===== src/hw/tgs_pkg.sv =====
package tgs_pkg;
    // ------------------------------------------------------------
    // register map
    // ------------------------------------------------------------
    localparam logic [7:0]  ADDR_CTRL   = 8'h00;
    localparam logic [7:0]  ADDR_BASE   = 8'h04;
    localparam logic [7:0]  ADDR_STATUS = 8'h08;
    localparam logic [7:0]  ADDR_FETCH  = 8'h0c;
    localparam int          CTRL_SRC    = 0;
    localparam int          CTRL_TALL   = 2;
    localparam int          CTRL_SCR_LO = 4;
    localparam int          CTRL_BPP_LO = 8;
    localparam int          CTRL_FY_LO  = 12;
    localparam logic [31:0] CTRL_RESET  = 32'h0000_7000;
    localparam logic [15:0] BASE_RESET  = 16'h0000;
    localparam logic [1:0]  RESP_OKAY   = 2'b00;
    localparam logic [1:0]  RESP_SLVERR = 2'b10;
    localparam logic [7:0]  ROM_COUNT   = 8'ha0;
    localparam logic [7:0]  BLANK_CODE  = 8'h20;

    typedef struct packed {
        logic [3:0] fy_m1;     // glyph lines minus one
        logic [1:0] bpp;       // 0:1bpp 1:2bpp 2:4bpp
        logic [2:0] scroll;
        logic       tall;
        logic       ram_only;
    } tgs_cfg_type;

    typedef struct packed {
        logic        valid;
        logic        from_ram;
        logic [15:0] addr;
        logic [3:0]  row;
        logic [2:0]  shift;
    } tgs_fetch_type;
endpackage


===== src/hw/tgs_glyph_fetch.sv =====
`timescale 1ns/1ps
module tgs_glyph_fetch
(
    input  wire logic                  aclk,
    input  wire logic                  aresetn,
    input  wire logic [7:0]            s_axi_awaddr,
    input  wire logic                  s_axi_awvalid,
    output logic                       s_axi_awready,
    input  wire logic [31:0]           s_axi_wdata,
    input  wire logic [3:0]            s_axi_wstrb,
    input  wire logic                  s_axi_wvalid,
    output logic                       s_axi_wready,
    output logic [1:0]                 s_axi_bresp,
    output logic                       s_axi_bvalid,
    input  wire logic                  s_axi_bready,
    input  wire logic [7:0]            s_axi_araddr,
    input  wire logic                  s_axi_arvalid,
    output logic                       s_axi_arready,
    output logic [31:0]                s_axi_rdata,
    output logic [1:0]                 s_axi_rresp,
    output logic                       s_axi_rvalid,
    input  wire logic                  s_axi_rready,
    input  wire logic                  char_valid,
    input  wire logic [7:0]            char_code,
    input  wire logic                  col_last,
    input  wire logic                  line_end,
    input  wire logic                  row_start,
    output tgs_pkg::tgs_fetch_type     fetch_q,
    output logic                       mono_forced_q
);
    import tgs_pkg::*;

    // ------------------------------------------------------------
    // helpers
    // ------------------------------------------------------------
    // codes served by the user glyph ram when the rom is present
    function automatic logic is_user_code(input logic [7:0] c);
        is_user_code = (c[7:5] == 3'b100) || (c[7:5] == 3'b111);
    endfunction

    // merge a write into a word under byte enables
    function automatic logic [31:0] merge(input logic [31:0] o, input logic [31:0] n,
                                          input logic [3:0] s);
        logic [31:0] r;
        r = o;
        for (int i = 0; i < 4; i++)
        begin
            if (s[i])
            begin
                r[i*8 +: 8] = n[i*8 +: 8];
            end
        end
        merge = r;
    endfunction

    // ------------------------------------------------------------
    // axi4-lite slave
    // ------------------------------------------------------------
    logic        aw_held_q, aw_held_d, w_held_q, w_held_d;
    logic [7:0]  aw_addr_q, aw_addr_d;
    logic [31:0] w_data_q, w_data_d;
    logic [3:0]  w_strb_q, w_strb_d;
    logic        bvalid_q, bvalid_d, rvalid_q, rvalid_d;
    logic        awready_q, awready_d, wready_q, wready_d, arready_q, arready_d;
    logic [1:0]  bresp_q, bresp_d, rresp_q, rresp_d;
    logic [31:0] rdata_q, rdata_d;
    logic [31:0] ctrl_q, ctrl_d;
    logic [15:0] base_q, base_d;
    tgs_cfg_type cfg;
    tgs_fetch_type fetch_d;
    logic [3:0]  row_q, row_d;
    logic        mono_d;
    logic [15:0] last_q, last_d;

    assign cfg = '{fy_m1: ctrl_q[CTRL_FY_LO +: 4], bpp: ctrl_q[CTRL_BPP_LO +: 2],
                   scroll: ctrl_q[CTRL_SCR_LO +: 3], tall: ctrl_q[CTRL_TALL],
                   ram_only: ctrl_q[CTRL_SRC]};

    // address/data capture, register writes and reads
    always_comb
    begin
        logic [31:0] wd;
        wd        = 32'h0;
        aw_held_d = aw_held_q;
        w_held_d  = w_held_q;
        aw_addr_d = aw_addr_q;
        w_data_d  = w_data_q;
        w_strb_d  = w_strb_q;
        bvalid_d  = bvalid_q;
        bresp_d   = bresp_q;
        rvalid_d  = rvalid_q;
        rresp_d   = rresp_q;
        rdata_d   = rdata_q;
        ctrl_d    = ctrl_q;
        base_d    = base_q;
        if (s_axi_awvalid && !aw_held_q)
        begin
            aw_held_d = 1'b1;
            aw_addr_d = s_axi_awaddr;
        end
        if (s_axi_wvalid && !w_held_q)
        begin
            w_held_d = 1'b1;
            w_data_d = s_axi_wdata;
            w_strb_d = s_axi_wstrb;
        end
        if (aw_held_q && w_held_q && !bvalid_q)
        begin
            aw_held_d = 1'b0;
            w_held_d  = 1'b0;
            bvalid_d  = 1'b1;
            bresp_d   = RESP_OKAY;
            unique case (aw_addr_q)
                ADDR_CTRL:
                begin
                    wd     = merge(ctrl_q, w_data_q, w_strb_q);
                    ctrl_d = {16'h0, wd[15:12], 2'b00, wd[9:8], 1'b0, wd[6:4],
                              1'b0, wd[2], 1'b0, wd[0]};
                end
                ADDR_BASE:
                begin
                    wd     = merge({16'h0, base_q}, w_data_q, w_strb_q);
                    base_d = wd[15:0];
                end
                default: bresp_d = RESP_SLVERR;
            endcase
        end
        if (bvalid_q && s_axi_bready)
        begin
            bvalid_d = 1'b0;
        end
        if (s_axi_arvalid && !rvalid_q)
        begin
            rvalid_d = 1'b1;
            rresp_d  = RESP_OKAY;
            unique case (s_axi_araddr)
                ADDR_CTRL:   rdata_d = ctrl_q;
                ADDR_BASE:   rdata_d = {16'h0, base_q};
                ADDR_STATUS: rdata_d = {26'h0, mono_forced_q, fetch_q.from_ram, row_q};
                ADDR_FETCH:  rdata_d = {16'h0, last_q};
                default:
                begin
                    rdata_d = 32'h0;
                    rresp_d = RESP_SLVERR;
                end
            endcase
        end
        else if (rvalid_q && s_axi_rready)
        begin
            rvalid_d = 1'b0;
        end
        // awready and wready registered as the inverse of the held flags, arready as the inverse of rvalid
        awready_d = !aw_held_d;
        wready_d  = !w_held_d;
        arready_d = !rvalid_d;
    end

    // bus registers
    always_ff @(posedge aclk)
    begin
        if (!aresetn)
        begin
            aw_held_q <= 1'b0;
            w_held_q  <= 1'b0;
            aw_addr_q <= 8'h00;
            w_data_q  <= 32'h0;
            w_strb_q  <= 4'h0;
            bvalid_q  <= 1'b0;
            bresp_q   <= RESP_OKAY;
            rvalid_q  <= 1'b0;
            awready_q <= 1'b1;
            wready_q  <= 1'b1;
            arready_q <= 1'b1;
            rresp_q   <= RESP_OKAY;
            rdata_q   <= 32'h0;
            ctrl_q    <= CTRL_RESET;
            base_q    <= BASE_RESET;
        end
        else
        begin
            aw_held_q <= aw_held_d;
            w_held_q  <= w_held_d;
            aw_addr_q <= aw_addr_d;
            w_data_q  <= w_data_d;
            w_strb_q  <= w_strb_d;
            bvalid_q  <= bvalid_d;
            bresp_q   <= bresp_d;
            rvalid_q  <= rvalid_d;
            awready_q <= awready_d;
            wready_q  <= wready_d;
            arready_q <= arready_d;
            rresp_q   <= rresp_d;
            rdata_q   <= rdata_d;
            ctrl_q    <= ctrl_d;
            base_q    <= base_d;
        end
    end

    assign s_axi_awready = awready_q;
    assign s_axi_wready  = wready_q;
    assign s_axi_bvalid  = bvalid_q;
    assign s_axi_bresp   = bresp_q;
    assign s_axi_arready = arready_q;
    assign s_axi_rvalid  = rvalid_q;
    assign s_axi_rresp   = rresp_q;
    assign s_axi_rdata   = rdata_q;

    // ------------------------------------------------------------
    // glyph row select and fetch address
    // ------------------------------------------------------------
    always_comb
    begin
        logic [7:0]  code;
        logic        use_ram;
        logic [15:0] code_off;
        logic [15:0] row_off;
        code     = char_code;
        use_ram  = 1'b0;
        code_off = 16'h0;
        row_off  = 16'h0;
        fetch_d  = fetch_q;
        row_d    = row_q;
        // row restarts at each text row, advances once per scan line
        if (row_start)
        begin
            row_d = 4'h0;
        end
        else if (line_end)
        begin
            row_d = (row_q >= cfg.fy_m1) ? 4'h0 : row_q + 4'h1;
        end
        // scrolled row end without an enlarged row shows blank
        if (col_last && cfg.scroll != 3'h0)
        begin
            code = BLANK_CODE;
        end
        use_ram = cfg.ram_only || is_user_code(code);
        if (cfg.tall)
        begin
            code_off = {4'h0, code, 4'h0};
            row_off  = {12'h0, row_q};
        end
        else
        begin
            code_off = {5'h0, code, 3'h0};
            row_off  = {13'h0, row_q[2:0]};
        end
        fetch_d.valid    = char_valid;
        fetch_d.from_ram = use_ram;
        // user glyph ram may sit anywhere; rom codes fetch by code alone
        fetch_d.addr     = use_ram ? base_q + code_off + row_off
                                   : {8'h0, code};
        fetch_d.row      = row_q;
        // one scroll offset shared by every text block
        fetch_d.shift    = cfg.scroll;
        mono_d           = use_ram || cfg.ram_only;
        // fetch address register keeps the address of the last real byte
        last_d           = char_valid ? fetch_d.addr : last_q;
    end

    // fetch registers
    always_ff @(posedge aclk)
    begin
        if (!aresetn)
        begin
            fetch_q       <= '0;
            row_q         <= 4'h0;
            mono_forced_q <= 1'b0;
            last_q        <= 16'h0000;
        end
        else
        begin
            fetch_q       <= fetch_d;
            row_q         <= row_d;
            mono_forced_q <= mono_d;
            last_q        <= last_d;
        end
    end

    // ------------------------------------------------------------
    // checks
    // ------------------------------------------------------------
    property p_row_restart;
        @(posedge aclk) disable iff (!aresetn) row_start |=> row_q == 4'h0;
    endproperty
    a_row_restart: assert property (p_row_restart) else $error("row not restarted");

    property p_blank_end;
        @(posedge aclk) disable iff (!aresetn)
        (col_last && cfg.scroll != 3'h0 && !cfg.ram_only && !cfg.tall)
        |=> fetch_q.addr == {8'h0, BLANK_CODE};
    endproperty
    a_blank_end: assert property (p_blank_end) else $error("no blank at end");

    property p_user_range;
        @(posedge aclk) disable iff (!aresetn)
        (char_valid && !col_last && !cfg.ram_only && char_code[7:5] == 3'b100)
        |=> fetch_q.from_ram;
    endproperty
    a_user_range: assert property (p_user_range) else $error("user code missed");

    property p_rom_range;
        @(posedge aclk) disable iff (!aresetn)
        (!col_last && !cfg.ram_only && char_code < 8'h80) |=> !fetch_q.from_ram;
    endproperty
    a_rom_range: assert property (p_rom_range) else $error("rom code to ram");

    property p_short_addr;
        @(posedge aclk) disable iff (!aresetn)
        (!col_last && !cfg.tall && cfg.ram_only && ctrl_d == ctrl_q && base_d == base_q)
        |=> fetch_q.addr == base_q + {5'h0, $past(char_code), 3'h0} + {13'h0, $past(row_q[2:0])};
    endproperty
    a_short_addr: assert property (p_short_addr) else $error("short address wrong");

    property p_tall_addr;
        @(posedge aclk) disable iff (!aresetn)
        (!col_last && cfg.tall && cfg.ram_only && ctrl_d == ctrl_q && base_d == base_q)
        |=> fetch_q.addr == base_q + {4'h0, $past(char_code), 4'h0} + {12'h0, $past(row_q)};
    endproperty
    a_tall_addr: assert property (p_tall_addr) else $error("tall address wrong");

    property p_shift;
        @(posedge aclk) disable iff (!aresetn) ##1 fetch_q.shift == $past(cfg.scroll);
    endproperty
    a_shift: assert property (p_shift) else $error("shift mismatch");

    property p_mono;
        @(posedge aclk) disable iff (!aresetn) cfg.ram_only |=> mono_forced_q;
    endproperty
    a_mono: assert property (p_mono) else $error("mono not forced");
endmodule


===== config.mk =====
export PLATFORM = sky130hd
export DESIGN_NAME = tgs_glyph_fetch
export DESIGN_NICKNAME = d
export VERILOG_FILES = /design/src/hw/tgs_pkg.sv /design/src/hw/tgs_glyph_fetch.sv
export SDC_FILE = /design/constraint.sdc
export NUM_CORES = 1
export LEC_CHECK = 0
export BUFFER_PORTS_ARGS = -buffer_cell sky130_fd_sc_hd__buf_2
export CAP_MARGIN = 20
export CORE_AREA = 4 4 130 132
export DETAILED_ROUTE_END_ITERATION = 12
export DIE_AREA = 0 0 134 136
export PLACE_DENSITY = 0.57
export REMOVE_ABC_BUFFERS = 1
export SYNTH_ARGS = -nofsm -noshare
export SYNTH_HDL_FRONTEND = slang
export SYNTH_SLANG_ARGS = --single-unit

===== constraint.sdc =====
create_clock -name aclk -period 7.1 [get_ports aclk]
set_input_delay 0.355 -clock aclk [delete_from_list [all_inputs] [get_ports aclk]]
set_output_delay 0.355 -clock aclk [all_outputs]
set_load 0.01 [all_outputs]

* Word level (Yosys, flattened, before mapping)
Index checks and enable logic that the tools add are counted.
** Storage, ports and cells
- Flip-flop bits (word level) :: 142
- Output and inout bits :: 67
- Word-level logic and storage cells :: 79
** Cells by class
- Muxes and demuxes :: 14
- Reduce and logical (&&, ||, !) cells :: 29
- $add $sub $neg :: 3
- Bitwise logic cells :: 1
- Order comparisons :: 1
- Eq/ne operators :: 6
** Operator list (count)
- 16-bit case mux with 4 select lines :: 1
- 16-bit adder :: 2
- 8-bit by 3-bit == test with 1-bit output (second input constant) :: 2
- 8-bit by 4-bit == test with 1-bit output (second input constant) :: 2
- 8-bit logical NOT :: 2
- 16-bit two-way mux :: 1
- 12-bit two-way mux :: 1
- 3-bit AND reduction :: 4
- 1-bit logical AND :: 8
- 4-bit two-way mux :: 2
- 8-bit two-way mux :: 1
- 1-bit logical NOT :: 7
- 3-bit == test (second input constant) :: 2
- 1-bit two-way mux :: 6
- 2-bit OR reduction :: 3
- 4-bit by 1-bit adder with 4-bit output (second input constant) :: 1
- 4-bit greater-or-equal comparator :: 1
- 2-bit two-way mux :: 2
- 4-bit OR reduction :: 1
- 1-bit logical OR :: 3
- 3-bit nonzero test :: 1
- 1-bit inverter :: 1

* Longest topological paths before layout
Gate-level depths: netlist of run 1.
- Depth after elaboration :: 7
- Mapped depth :: 13

* Worst setup path after synthesis of run 1
Ideal clock, no wire load.
- Kind :: reg-to-reg
- Start :: register ctrl_q[2]
- End :: register last_q[14]
- Data required time :: 7.005 ns
- Setup slack :: 4.240 ns
- Data arrival time :: 2.765 ns
- Path buffers :: 3
- Cell stages (with the launch flop) :: 14
- Path through :: dfxtp_1 clkbuf_1 clkbuf_1 o21ai_0 o21ai_0 ha_1 ha_1 clkbuf_1 a211oi_1 nor2_1 or3_1 a31oi_1 nor2_1 o311ai_1
** On the way
- Cells in the longest elaborated chain, start to end :: 4
- Elaborated cells on any way between the ends :: 5
- Classes of those cells :: 2 x add/sub; 3 x mux
** RTL lines
- from (decl) :: line tgs_glyph_fetch.sv:67 : logic [31:0] ctrl_q, ctrl_d;
- from (signal assigned) :: line tgs_glyph_fetch.sv:194 : ctrl_q <= ctrl_d;
- 12-bit two-way mux :: line tgs_glyph_fetch.sv:238 : if (cfg.tall)
- 16-bit adder :: line tgs_glyph_fetch.sv:251 : fetch_d.addr = use_ram ? base_q + code_off + row_off
- 16-bit adder * :: line tgs_glyph_fetch.sv:251
- 16-bit two-way mux * :: line tgs_glyph_fetch.sv:251
- to (signal assigned) :: line tgs_glyph_fetch.sv:276 : last_q <= last_d;
- to (decl) :: line tgs_glyph_fetch.sv:73 : logic [15:0] last_q, last_d;
Every way passes the cells marked *; elsewhere a longest branch is shown, timed or not.
A chain may end at the register's enable or synchronous reset.

* Final worst setup path of run 1
- Start :: register ctrl_q[4]
- End :: register last_q[14]
** On the way
- Cells in the longest elaborated chain, start to end :: 7
- Elaborated cells on any way between the ends :: 11
- Classes of those cells :: 2 x add/sub; 2 x eq/ne; 3 x mux; 4 x reduce/logical
** RTL lines
- 3-bit nonzero test * :: line tgs_glyph_fetch.sv:233 : if (col_last && cfg.scroll != 3'h0)
- 1-bit logical AND * :: line tgs_glyph_fetch.sv:233
- 8-bit two-way mux * :: line tgs_glyph_fetch.sv:233
- 12-bit two-way mux / 3-bit == test (equally long branches) :: line tgs_glyph_fetch.sv:238, tgs_glyph_fetch.sv:38
- 16-bit adder / 1-bit logical OR (equally long branches) :: line tgs_glyph_fetch.sv:251, tgs_glyph_fetch.sv:38
- 16-bit adder / 1-bit logical OR (equally long branches) :: line tgs_glyph_fetch.sv:251, tgs_glyph_fetch.sv:237
- 16-bit two-way mux * :: line tgs_glyph_fetch.sv:251
Marks and branches as above.

==> results of run 1 <==
layout make-up:
cell class	instances	share of cell area
inverter	17	0.009300
timing repair buffer	103	0.07586
tap	216	0.03939
clock buffer	20	0.06364
sequential	124	0.3618
multi-input combinational	476	0.4285
clock inverter	12	0.02152
report_power, final:
part	internal, mW	switching (mW)
combinational	0.0486	0.0809
clock	0.548	0.306
sequential	0.719	0.0123
how the worst max path moves through the flow:
| stage | start | endpoint | slack (ns) | cells past startpoint |
|---|---|---|---|---|
| final | ctrl_q[4] | last_q[14] | 3.80 | 11 |
| after global placement | ctrl_q[4] | last_q[13] | 3.88 | 11 |
| after floorplan | ctrl_q[6] | last_q[13] | 4.32 | 11 |
| after CTS | ctrl_q[4] | last_q[15] | 3.83 | 11 |
| after detailed placement | ctrl_q[4] | last_q[15] | 3.86 | 11 |
| after global routing | ctrl_q[4] | last_q[13] | 3.45 | 11 |
synthesized netlist by cell type, drive strengths merged, types with 2 or more instances:
library cell	number	area share
dfxtp	124	0.44
nand2	97	0.065
nor2	79	0.055
a21oi	56	0.049
mux2i	34	0.060
ha	29	0.064
o21ai	28	0.025
buf	27	0.031
clkbuf	27	0.018
inv	16	0.011
a22oi	13	0.017
nand3	11	0.0097
and2	10	0.011
a21o	8	0.011
xor2	8	0.012
a211oi	6	0.0079
and3	6	0.0066
nor3	6	0.0072
xnor2	6	0.0092
nand2b	5	0.0055
nor2b	5	0.0055
o211ai	5	0.0066
mux4	4	0.016
or3	4	0.0044
a22o	3	0.0046
a31oi	3	0.0033
nand4	3	0.0033
o21bai	3	0.0046
o31ai	3	0.0064
or2	3	0.0033
a211o	2	0.0031
mux2	2	0.0040
nor4	2	0.0022
o2bb2ai	2	0.0031
or4	2	0.0033
cell usage in the layout, fill, tap and decap left out, types with 4 or more instances in the layout:
master and count:
nor2b_1 5, buf_2 101, a211oi_1 6, nand2b_1 5, o21ai_0 28, nor2_1 77, nand2_1 95, conb_1 18
and3_1 6, inv_1 15, a21o_1 8, a21oi_1 56, and2_1 10, clkbuf_16 17, a22oi_1 13, nand3_1 11
o211ai_1 5, xnor2_1 6, dfxtp_1 124, clkinv_2 5, mux2i_1 34, or3_1 4, mux4_2 4, xor2_1 8
ha_1 29, nor3_1 5
registers in the layout, indices dropped and copies added, names as in the netlist, 2 cells and up:
signal	cells
last_q	16
w_strb_q	2
s_axi_rdata	16
aw_addr_q	8
w_data_q	16
fetch_q	25
base_q	16
row_q	4
ctrl_q	11
layer usage:
| metal | up-vias | share of wire | GRT usage | routed length, um |
|---|---|---|---|---|
| met3 | 17 | 0.061 | 0.04885 | 907 |
| li1 | 2375 | - | - | - |
| met5 | - | 0 | 0 | 0 |
| met4 | 0 | 0.024 | 0.06571 | 349 |
| met1 | 2144 | 0.46 | 0.2203 | 6782 |
| met2 | 121 | 0.46 | 0.2631 | 6744 |
cell families after synthesis:
kind of cell,after synthesis,share of synthesized area
adder cells (fa/ha/maj),30,0.06718
flip-flops,124,0.4356
other,1,0.0006580
AND/OR/NAND/NOR,236,0.1855
XOR/XNOR,14,0.02152
AO/OA/AOI/OAI,138,0.1504
buffers and inverters,71,0.05971
multiplexers,40,0.07947
per-stage QoR:
| step | total power [mW] | utilization | std cells | hold WS [ns] | instance area [um2] |
|---|---|---|---|---|---|
| floorplan | 0.8191 | - | 617 | 0.4169 | 5487 |
| global placement | 0.8728 | 0.3995 | 936 | 0.4459 | 6277 |
| detailed placement | 0.8766 | 0.3995 | 936 | 0.4496 | 6277 |
| CTS | 1.737 | 0.4367 | 968 | 0.1536 | 6862 |
| global route | 1.785 | 0.4367 | 968 | 0.1603 | 6862 |
| finish | 1.715 | 0.4367 | 968 | 0.1707 | 6862 |
worst max-delay path, delay by kind of cell, from the launching register on:
kind | cells | cell delay [ns]
compound gates | 7 | 1.93
fa+ha+maj | 2 | 0.65
flops | 1 | 0.40
simple gates | 2 | 0.22
==> results.sh, run 1 <==
export IMPL_die_h_um=136
export IMPL_synth_edf_count=0
export IMPL_grt_pass1_wl_mm=24.19
export IMPL_criticalPathCategory="reg -> reg"
export IMPL_r2r_end="last_q[14]"
export IMPL_hold_path_endpoint="aw_addr_q[4]"
export IMPL_critPathRequiredTime_ns=7.42
export IMPL_ant_nets=0
export IMPL_cts_buffers=17
export IMPL_root_buffer="clkbuf_16"
export IMPL_rr_startpoint="ctrl_q[4]"
export IMPL_gr_usage_all_layers=0.1684
export IMPL_netlist_instances=654
export IMPL_synth_area_um2=5699
export IMPL_regArea_um2=2482
export IMPL_cellPowerDensity_nw_per_um2=249.9
export IMPL_dp_slack_ns=3.859
export IMPL_ys_flop_type="dfxtp_1"
export IMPL_finalWirelength_mm=14.78
export IMPL_first_global_vias=4706
export IMPL_core_area_um2=15710
export IMPL_cts_resized=0
export IMPL_synth_seq_cells=124
export IMPL_setup_tns_ns=0
export IMPL_dp_hpwl_mm=10.99
export IMPL_setup_viol=0
export IMPL_leakagePower_nw=3.056
export IMPL_cp_max_fo=9
export IMPL_htreeDepth=4
export IMPL_timing_final_ws_setup_ns=3.803
export IMPL_die_w_um=134
export IMPL_slowest_stage="o31ai_4"
export IMPL_start_util=0.3627
export IMPL_grt_max_degree=83
export IMPL_overflow=0
export IMPL_min_path_cells=3
export IMPL_ys_warn_count=0
export IMPL_crit_path_end_kind="register"
export IMPL_initialDrtViolationCount=246
export IMPL_fin_worst_skew_ns=0.006713
export IMPL_cts_tree="done"
export IMPL_cts_hold_buffers=0
export IMPL_antenna_found_initial=0
export IMPL_min_period_ns=3.297
export IMPL_reg2reg_slack_ns=3.80
export IMPL_detail_route_wl_per_cell_um=15.27
export IMPL_slew_limit_headroom=0.4215
export IMPL_port_buffers=101
export IMPL_path_clk_slew_ns=0.05
export IMPL_min_delay_start="s_axi_awaddr[4]"
export IMPL_hold_viol=0
export IMPL_viasPerCell=4.811
export IMPL_multi_input_area_um2=2940
export IMPL_crit_path_max_incr_delay_ns=0.44
export IMPL_critPathLaunchType="register"
export IMPL_hold_path_class="in -> reg"
export IMPL_area_growth_syn_to_layout_pct=20.40
export IMPL_finalCritPeriodShare=0.4644
export IMPL_yosysUniqueCellTypes=55
export IMPL_async_reset_ff_frac=0
export IMPL_worstPathArrival_ns=3.62
export IMPL_drtPass1Iterations=4
export IMPL_floorplan_die_area_um2=18220
export IMPL_drv_cap=0
export IMPL_drc=0
export IMPL_rsz0062_at_grt="false"
export IMPL_insertion_delay_ns=0.42
export IMPL_yosysSeqAreaShare=0.4356
export IMPL_path_cells="o31ai_4 > nand2_1 > o21ai_0 > ha_1 > ha_1 > o21ai_0 > o21bai_1 > a21o_1 > a31oi_1 > nor2_1 > o311ai_1"
export IMPL_max_freq_mhz=303.3
export IMPL_syn_area_per_cell_um2=8.714
export IMPL_ir_drop_uv=159.4
export IMPL_io_pins=138
export IMPL_num_antenna_cells=0
export IMPL_placementRows=46
export IMPL_vias=4657
export IMPL_status="completed"
export IMPL_cts_sinks=124
export IMPL_nFillCells=1571
export IMPL_post_cts_buffers=0
export IMPL_slew_violations=0
export IMPL_gp_congestion=0.8867
export IMPL_clockBufferDepth=2
export IMPL_fin_nets=840
export IMPL_reg2regPathDepth=11
export IMPL_tightest_slew_ns=0.8678
export IMPL_drive_gt1_frac=0.2008
Note: power is estimated with default switching activity, not from simulation.
==> inputs of run 2 (changes only) <==
- ABC_AREA: not set -> 1
- CORE_AREA: 4 4 130 132 -> 4 4 134 136
- DIE_AREA: 0 0 134 136 -> 0 0 138 140
- PLACE_DENSITY: 0.57 -> 0.59
- clock period: 7.1 -> 2.7 ns (I/O delays scaled with it)
==> results.sh, run 2 <==
export IMPL_post_cts_buffers=0
export IMPL_leakagePower_nw=3.741
export IMPL_slew_violations=0
export IMPL_placementRows=48
export IMPL_num_antenna_cells=0
export IMPL_setup_viol=0
export IMPL_clockBufferDepth=2
export IMPL_synth_edf_count=0
export IMPL_critPathRequiredTime_ns=3.04
export IMPL_async_reset_ff_frac=0
export IMPL_htreeDepth=4
export IMPL_drv_cap=0
export IMPL_largest_register="fetch_q"
export IMPL_path_clk_slew_ns=0.05
export IMPL_nFillCells=1794
export IMPL_die_h_um=140
export IMPL_gr_usage_all_layers=0.1735
export IMPL_yosysTopAreaCell="dfxtp_1"
export IMPL_dp_hpwl_mm=12.12
export IMPL_post_synth_most_frequent_cells="157 x nand2_1, 124 x dfxtp_1, 105 x inv_1"
export IMPL_cts_sinks=124
export IMPL_synth_seq_cells=124
export IMPL_hold_path_class="in -> reg"
export IMPL_finalWirelength_mm=16.82
export IMPL_ir_drop_uv=440.8
export IMPL_hold_viol=0
export IMPL_die_w_um=138
export IMPL_syn_area_per_cell_um2=7.290
export IMPL_synth_top_area_share=0.4068
export IMPL_synth_area_um2=6102
export IMPL_slowest_stage="ha_1"
export IMPL_cellPowerDensity_nw_per_um2=585.1
export IMPL_ant_nets=0
export IMPL_drive_gt1_frac=0.2212
export IMPL_initialDrtViolationCount=264
export IMPL_slew_limit_headroom=0.4850
export IMPL_fin_nets=1079
export IMPL_viasPerCell=4.607
export IMPL_start_util=0.3603
export IMPL_path_cells="inv_1 > nand3_4 > nand2_4 > nand2_1 > inv_1 > nand2_1 > o21ai_0 > ha_1 > ha_4 > or2_0 > nand3_1 > nand2_1 > nand2_1 > nand2_1 > nand2_1 > nand3_1 > a21oi_1"
export IMPL_layout_commonest_cell="nand2_1"
export IMPL_area_growth_syn_to_layout_pct=28.19
export IMPL_regArea_um2=2482
export IMPL_fin_worst_skew_ns=0.008448
export IMPL_criticalPathCategory="reg -> reg"
export IMPL_yosysMostFrequentCell="nand2_1"
export IMPL_insertion_delay_ns=0.42
export IMPL_antenna_found_initial=0
export IMPL_tightest_slew_ns=0.7716
export IMPL_detail_route_wl_per_cell_um=13.85
export IMPL_overflow=0
export IMPL_crit_path_end_kind="register"
export IMPL_first_global_vias=5328
export IMPL_ys_warn_count=0
export IMPL_finalCritPeriodShare=0.9108
export IMPL_drtPass1Iterations=5
export IMPL_cts_tree="done"
export IMPL_ys_flop_type="dfxtp_1"
export IMPL_io_pins=138
export IMPL_grt_pass1_wl_mm=26.85
export IMPL_cts_buffers=17
export IMPL_yosysUniqueCellTypes=40
export IMPL_final_cell_mix="156 x nand2_1, 124 x dfxtp_1, 105 x inv_1"
export IMPL_path_common_cell="nand2_1"
export IMPL_min_path_cells=3
export IMPL_max_freq_mhz=406.7
export IMPL_floorplan_die_area_um2=19320
export IMPL_multi_input_area_um2=3107
export IMPL_synth_area_top_cells="dfxtp_1 41%, nand2_1 9.7%, o21ai_0 7.0%, inv_1 6.5%, ha_1 5.9%"
export IMPL_reg2regPathDepth=17
export IMPL_worstPathArrival_ns=2.80
export IMPL_largest_reg_flops=25
export IMPL_vias=5598
export IMPL_grt_max_degree=73
export IMPL_drc=0
export IMPL_dpl_cell_area_um2=6857
export IMPL_min_period_ns=2.459
export IMPL_core_area_um2=16940
export IMPL_cp_max_fo=5
export IMPL_fin_area_um2=7823
export IMPL_root_buffer="clkbuf_16"
export IMPL_gp_congestion=0.8703
export IMPL_status="completed"
export IMPL_yosysSeqAreaShare=0.4068
export IMPL_netlist_instances=837
export IMPL_critPathLaunchType="register"
export IMPL_crit_path_max_incr_delay_ns=0.35
export IMPL_utilization=0.4619
export IMPL_port_buffers=101
## run 2: what timing repair did
action / 4_1_cts / 5_1_grt
pin swaps: 0 / 3
gates cloned: 0 / 1
resized for setup: 1 / 18
endpoints found under the hold margin: 29 / 0
setup endpoints to repair: 2 / 21
hold buffers: 27 / 0
## run 2: logic make-up after synthesis
kind of cell               Yosys count  synth area share
and+or+nand+nor                    339            0.2456
AOI/OAI and AO/OA                  179            0.1632
buffers and inverters              161            0.1167
DFF                                124            0.4068
adders and majority gates           30           0.06274
xor gates and xnor gates             3          0.004307
other                                1         0.0006145
## run 2: worst paths after layout
check            startpoint           to  slack, ns
max               ctrl_q[4]   last_q[15]       0.24
min          s_axi_wstrb[1]  w_strb_q[1]       0.01
max reg2reg       ctrl_q[4]   last_q[15]       0.24
min reg2reg     w_strb_q[0]  w_strb_q[0]       0.46
## run 2: stage by stage
step / setup WS [ns] / hold WS, ns / setup TNS, ns / power, mW / cells
final: 0.2409 / 0.01379 / 0 / 4.577 / 1215
after global routing: -0.004010 / 0.04265 / -0.006515 / 4.768 / 1215
after CTS: 0.06258 / 0.0003715 / 0 / 4.595 / 1214
after detailed placement: 0.01264 / 0.3374 / 0 / 2.379 / 1156
after global placement: 0.09035 / 0.3293 / 0 / 2.373 / 1156
after floorplan: 0.3485 / 0.2233 / 0 / 2.202 / 804
## run 2: where the power goes
group	total [mW]	switching (mW)	leakage, nW	internal (mW)
Clock	2.19	0.801	0.277	1.39
Combinational	0.439	0.267	2.45	0.172
Sequential	1.94	0.0376	1.01	1.91
Total	4.58	1.11	3.74	3.47
## run 2: worst max-delay path: cells and delay by family, from the launching register on
family | cells | cell delay [ns]
and+or+nand+nor | 11 | 1.09
adders and majority gates | 2 | 0.62
buffers and inverters | 2 | 0.13
DFF | 1 | 0.32
AOI/OAI and AO/OA | 2 | 0.23
## run 2: final cells by class
cell class                 instances  share of cell area
clock buffer                      23             0.05982
clock inverter                     8             0.01184
inverter                         111             0.05374
multi-input combinational        570              0.3972
sequential                       124              0.3173
tap                              225             0.03599
timing repair buffer             154              0.1241
## run 2: layer usage
layer  up-vias  GRT usage  wire, um
li1       2946          -         -
met1      2498     0.2199      7733
met2       132     0.2942      8039
met3        22    0.03960       798
met4         0    0.05512       252
met5         -          0         0
==> inputs of run 3 (changes only) <==
- CORE_AREA: 4 4 134 136 -> 4 4 96 189
- DIE_AREA: 0 0 138 140 -> 0 0 100 193
==> results.sh, run 3 (synthesis results as in run 2) <==
export IMPL_status="completed"
export IMPL_crit_path_end_kind="register"
export IMPL_floorplan_die_area_um2=19300
export IMPL_reg2reg_slack_ns=0.18
export IMPL_criticalPathCategory="reg -> reg"
export IMPL_grt_pass1_wl_mm=28.49
export IMPL_ir_drop_uv=450.1
export IMPL_first_global_vias=5851
export IMPL_root_buffer="clkbuf_16"
export IMPL_finalWirelength_mm=17.80
export IMPL_grt_max_degree=73
export IMPL_cp_max_fo=7
export IMPL_clockBufferDepth=2
export IMPL_multi_input_area_um2=3080
export IMPL_fin_nets=1086
export IMPL_tightest_slew_ns=0.7151
export IMPL_cellPowerDensity_nw_per_um2=594.8
export IMPL_port_buffers=101
export IMPL_rsz0062_at_grt="true"
export IMPL_die_h_um=193
export IMPL_intPower_mw=3.460
export IMPL_critPathLaunchType="register"
export IMPL_fin_area_um2=7869
export IMPL_max_freq_mhz=396.7
export IMPL_vias=5693
export IMPL_crit_path_end="last_q[13]"
export IMPL_worstPathArrival_ns=2.87
export IMPL_cts_tree="done"
export IMPL_die_w_um=100
export IMPL_cts_sinks=124
export IMPL_detail_route_wl_per_cell_um=14.77
export IMPL_fin_worst_skew_ns=0.008659
export IMPL_hold_path_class="in -> reg"
export IMPL_ant_nets=0
export IMPL_core_area_um2=16680
export IMPL_dp_hpwl_mm=13.54
export IMPL_dp_slack_ns=0.01348
export IMPL_setup_viol=0
export IMPL_start_util=0.3658
export IMPL_timing_final_ws_setup_ns=0.1792
export IMPL_p_seq_frac=0.415
export IMPL_io_pins=138
export IMPL_area_growth_syn_to_layout_pct=28.95
export IMPL_total_power_mw=4.681
export IMPL_overflow=0
export IMPL_p_sw_mw=1.221
export IMPL_reg2regPathDepth=14
export IMPL_drv_cap=0
export IMPL_min_period_ns=2.521
export IMPL_largest_reg_flops=25
export IMPL_leakagePower_nw=3.788
export IMPL_regArea_um2=2482
export IMPL_num_antenna_cells=0
export IMPL_finalCritPeriodShare=0.9336
export IMPL_r2r_end="last_q[13]"
export IMPL_htreeDepth=4
export IMPL_initialDrtViolationCount=203
export IMPL_clkPwrFrac=0.488
export IMPL_placementRows=67
export IMPL_insertion_delay_ns=0.43
export IMPL_antenna_found_initial=0
export IMPL_final_cell_mix="156 x nand2_1, 124 x dfxtp_1, 105 x inv_1"
export IMPL_rr_startpoint="ctrl_q[4]"
export IMPL_dpl_cell_area_um2=6864
export IMPL_nFillCells=1673
export IMPL_gr_usage_all_layers=0.1914
export IMPL_gp_congestion=0.9026
export IMPL_hold_viol=0
export IMPL_layout_commonest_cell="nand2_1"
export IMPL_drtPass1Iterations=4
export IMPL_path_clk_slew_ns=0.06
export IMPL_viasPerCell=4.724
export IMPL_drc=0
export IMPL_critPathRequiredTime_ns=3.05
export IMPL_drive_gt1_frac=0.2275
export IMPL_slew_violations=0
export IMPL_setup_tns_ns=0
export IMPL_cts_buffers=17
export IMPL_combPwrFrac=0.097
export IMPL_swShare=0.2608
export IMPL_critPathLaunch="ctrl_q[4]"
export IMPL_largest_register="fetch_q"
export IMPL_slew_limit_headroom=0.5226
## run 3: changes by cell type in the layout (fill, tap and decap cells not counted), sizes merged
| cell | change |
|---|---|
| inv | +5 |
| dlygate4sd3 | +2 |
| clkinvlp | +1 |
| clkbuf | -5 |
| nand2 | -1 |
| buf | +6 |
## run 3: worst min-delay path by stage
stage / cells past startpoint / start / end / slack, ns
final: 3 / s_axi_wdata[14] / w_data_q[14] / 0.008
after global routing: 3 / s_axi_wdata[14] / w_data_q[14] / 0.04
after CTS: 3 / s_axi_wdata[14] / w_data_q[14] / 0.008
after detailed placement: 2 / s_axi_bready / s_axi_bvalid / 0.32
after global placement: 2 / s_axi_bready / s_axi_bvalid / 0.32
after floorplan: 1 / aresetn / s_axi_arready / 0.22
## run 3: worst max-delay path: stages, from the launching register on
cell and delay, ns:
dfxtp_1 0.31, inv_1 0.08, nand3_2 0.10, nand2_4 0.12
nand2_1 0.08, nor2_1 0.26, ha_1 0.30, ha_1 0.37
nand2_1 0.15, inv_1 0.05, a21oi_1 0.18, nand3_1 0.10
nand2_1 0.06, nand3_1 0.13, a21oi_1 0.17
## run 3: area by class of cell
| class | count | share of cell area |
|---|---|---|
| inverters | 111 | 0.05343 |
| clock inverters | 14 | 0.02051 |
| multi-input cells | 569 | 0.3915 |
| flip-flops and latches | 124 | 0.3155 |
| repair buffers | 162 | 0.1317 |
| well taps | 207 | 0.03291 |
| clock buffers | 18 | 0.05454 |
## run 3: through the flow
| stage | utilization | hold slack, ns | cells |
|---|---|---|---|
| CTS | 0.4644 | 0.008165 | 1203 |
| global route | 0.4717 | 0.03710 | 1205 |
| floorplan | - | 0.2233 | 804 |
| global placement | 0.4115 | 0.3211 | 1142 |
| detailed placement | 0.4115 | 0.3208 | 1142 |
| finish | 0.4717 | 0.007668 | 1205 |
## run 3: power groups by stage
| stage | sequential [mW] | combinational [mW] | clock [mW] |
|---|---|---|---|
| floorplan | 1.99 | 0.216 | 0 |
| CTS | 1.94 | 0.444 | 2.32 |
| global route | 1.95 | 0.512 | 2.40 |
| global placement | 1.98 | 0.405 | 0 |
| detailed placement | 1.98 | 0.410 | 0 |
| finish | 1.94 | 0.453 | 2.28 |
## run 3: metal layers
layer	up-vias	wire length (um)	track usage
met4	0	922	0.1225
li1	2964	-	-
met1	2539	6409	0.1828
met2	146	9709	0.3636
met5	-	0	0
met3	44	757	0.03781
## run 3: timing repair
action | CTS | global route
resized for setup | 1 | 19
hold buffers | 29 | 0
setup buffers | 0 | 2
endpoints found under the setup margin | 4 | 23
endpoints found under the hold margin | 32 | 0
pin swaps | 0 | 4
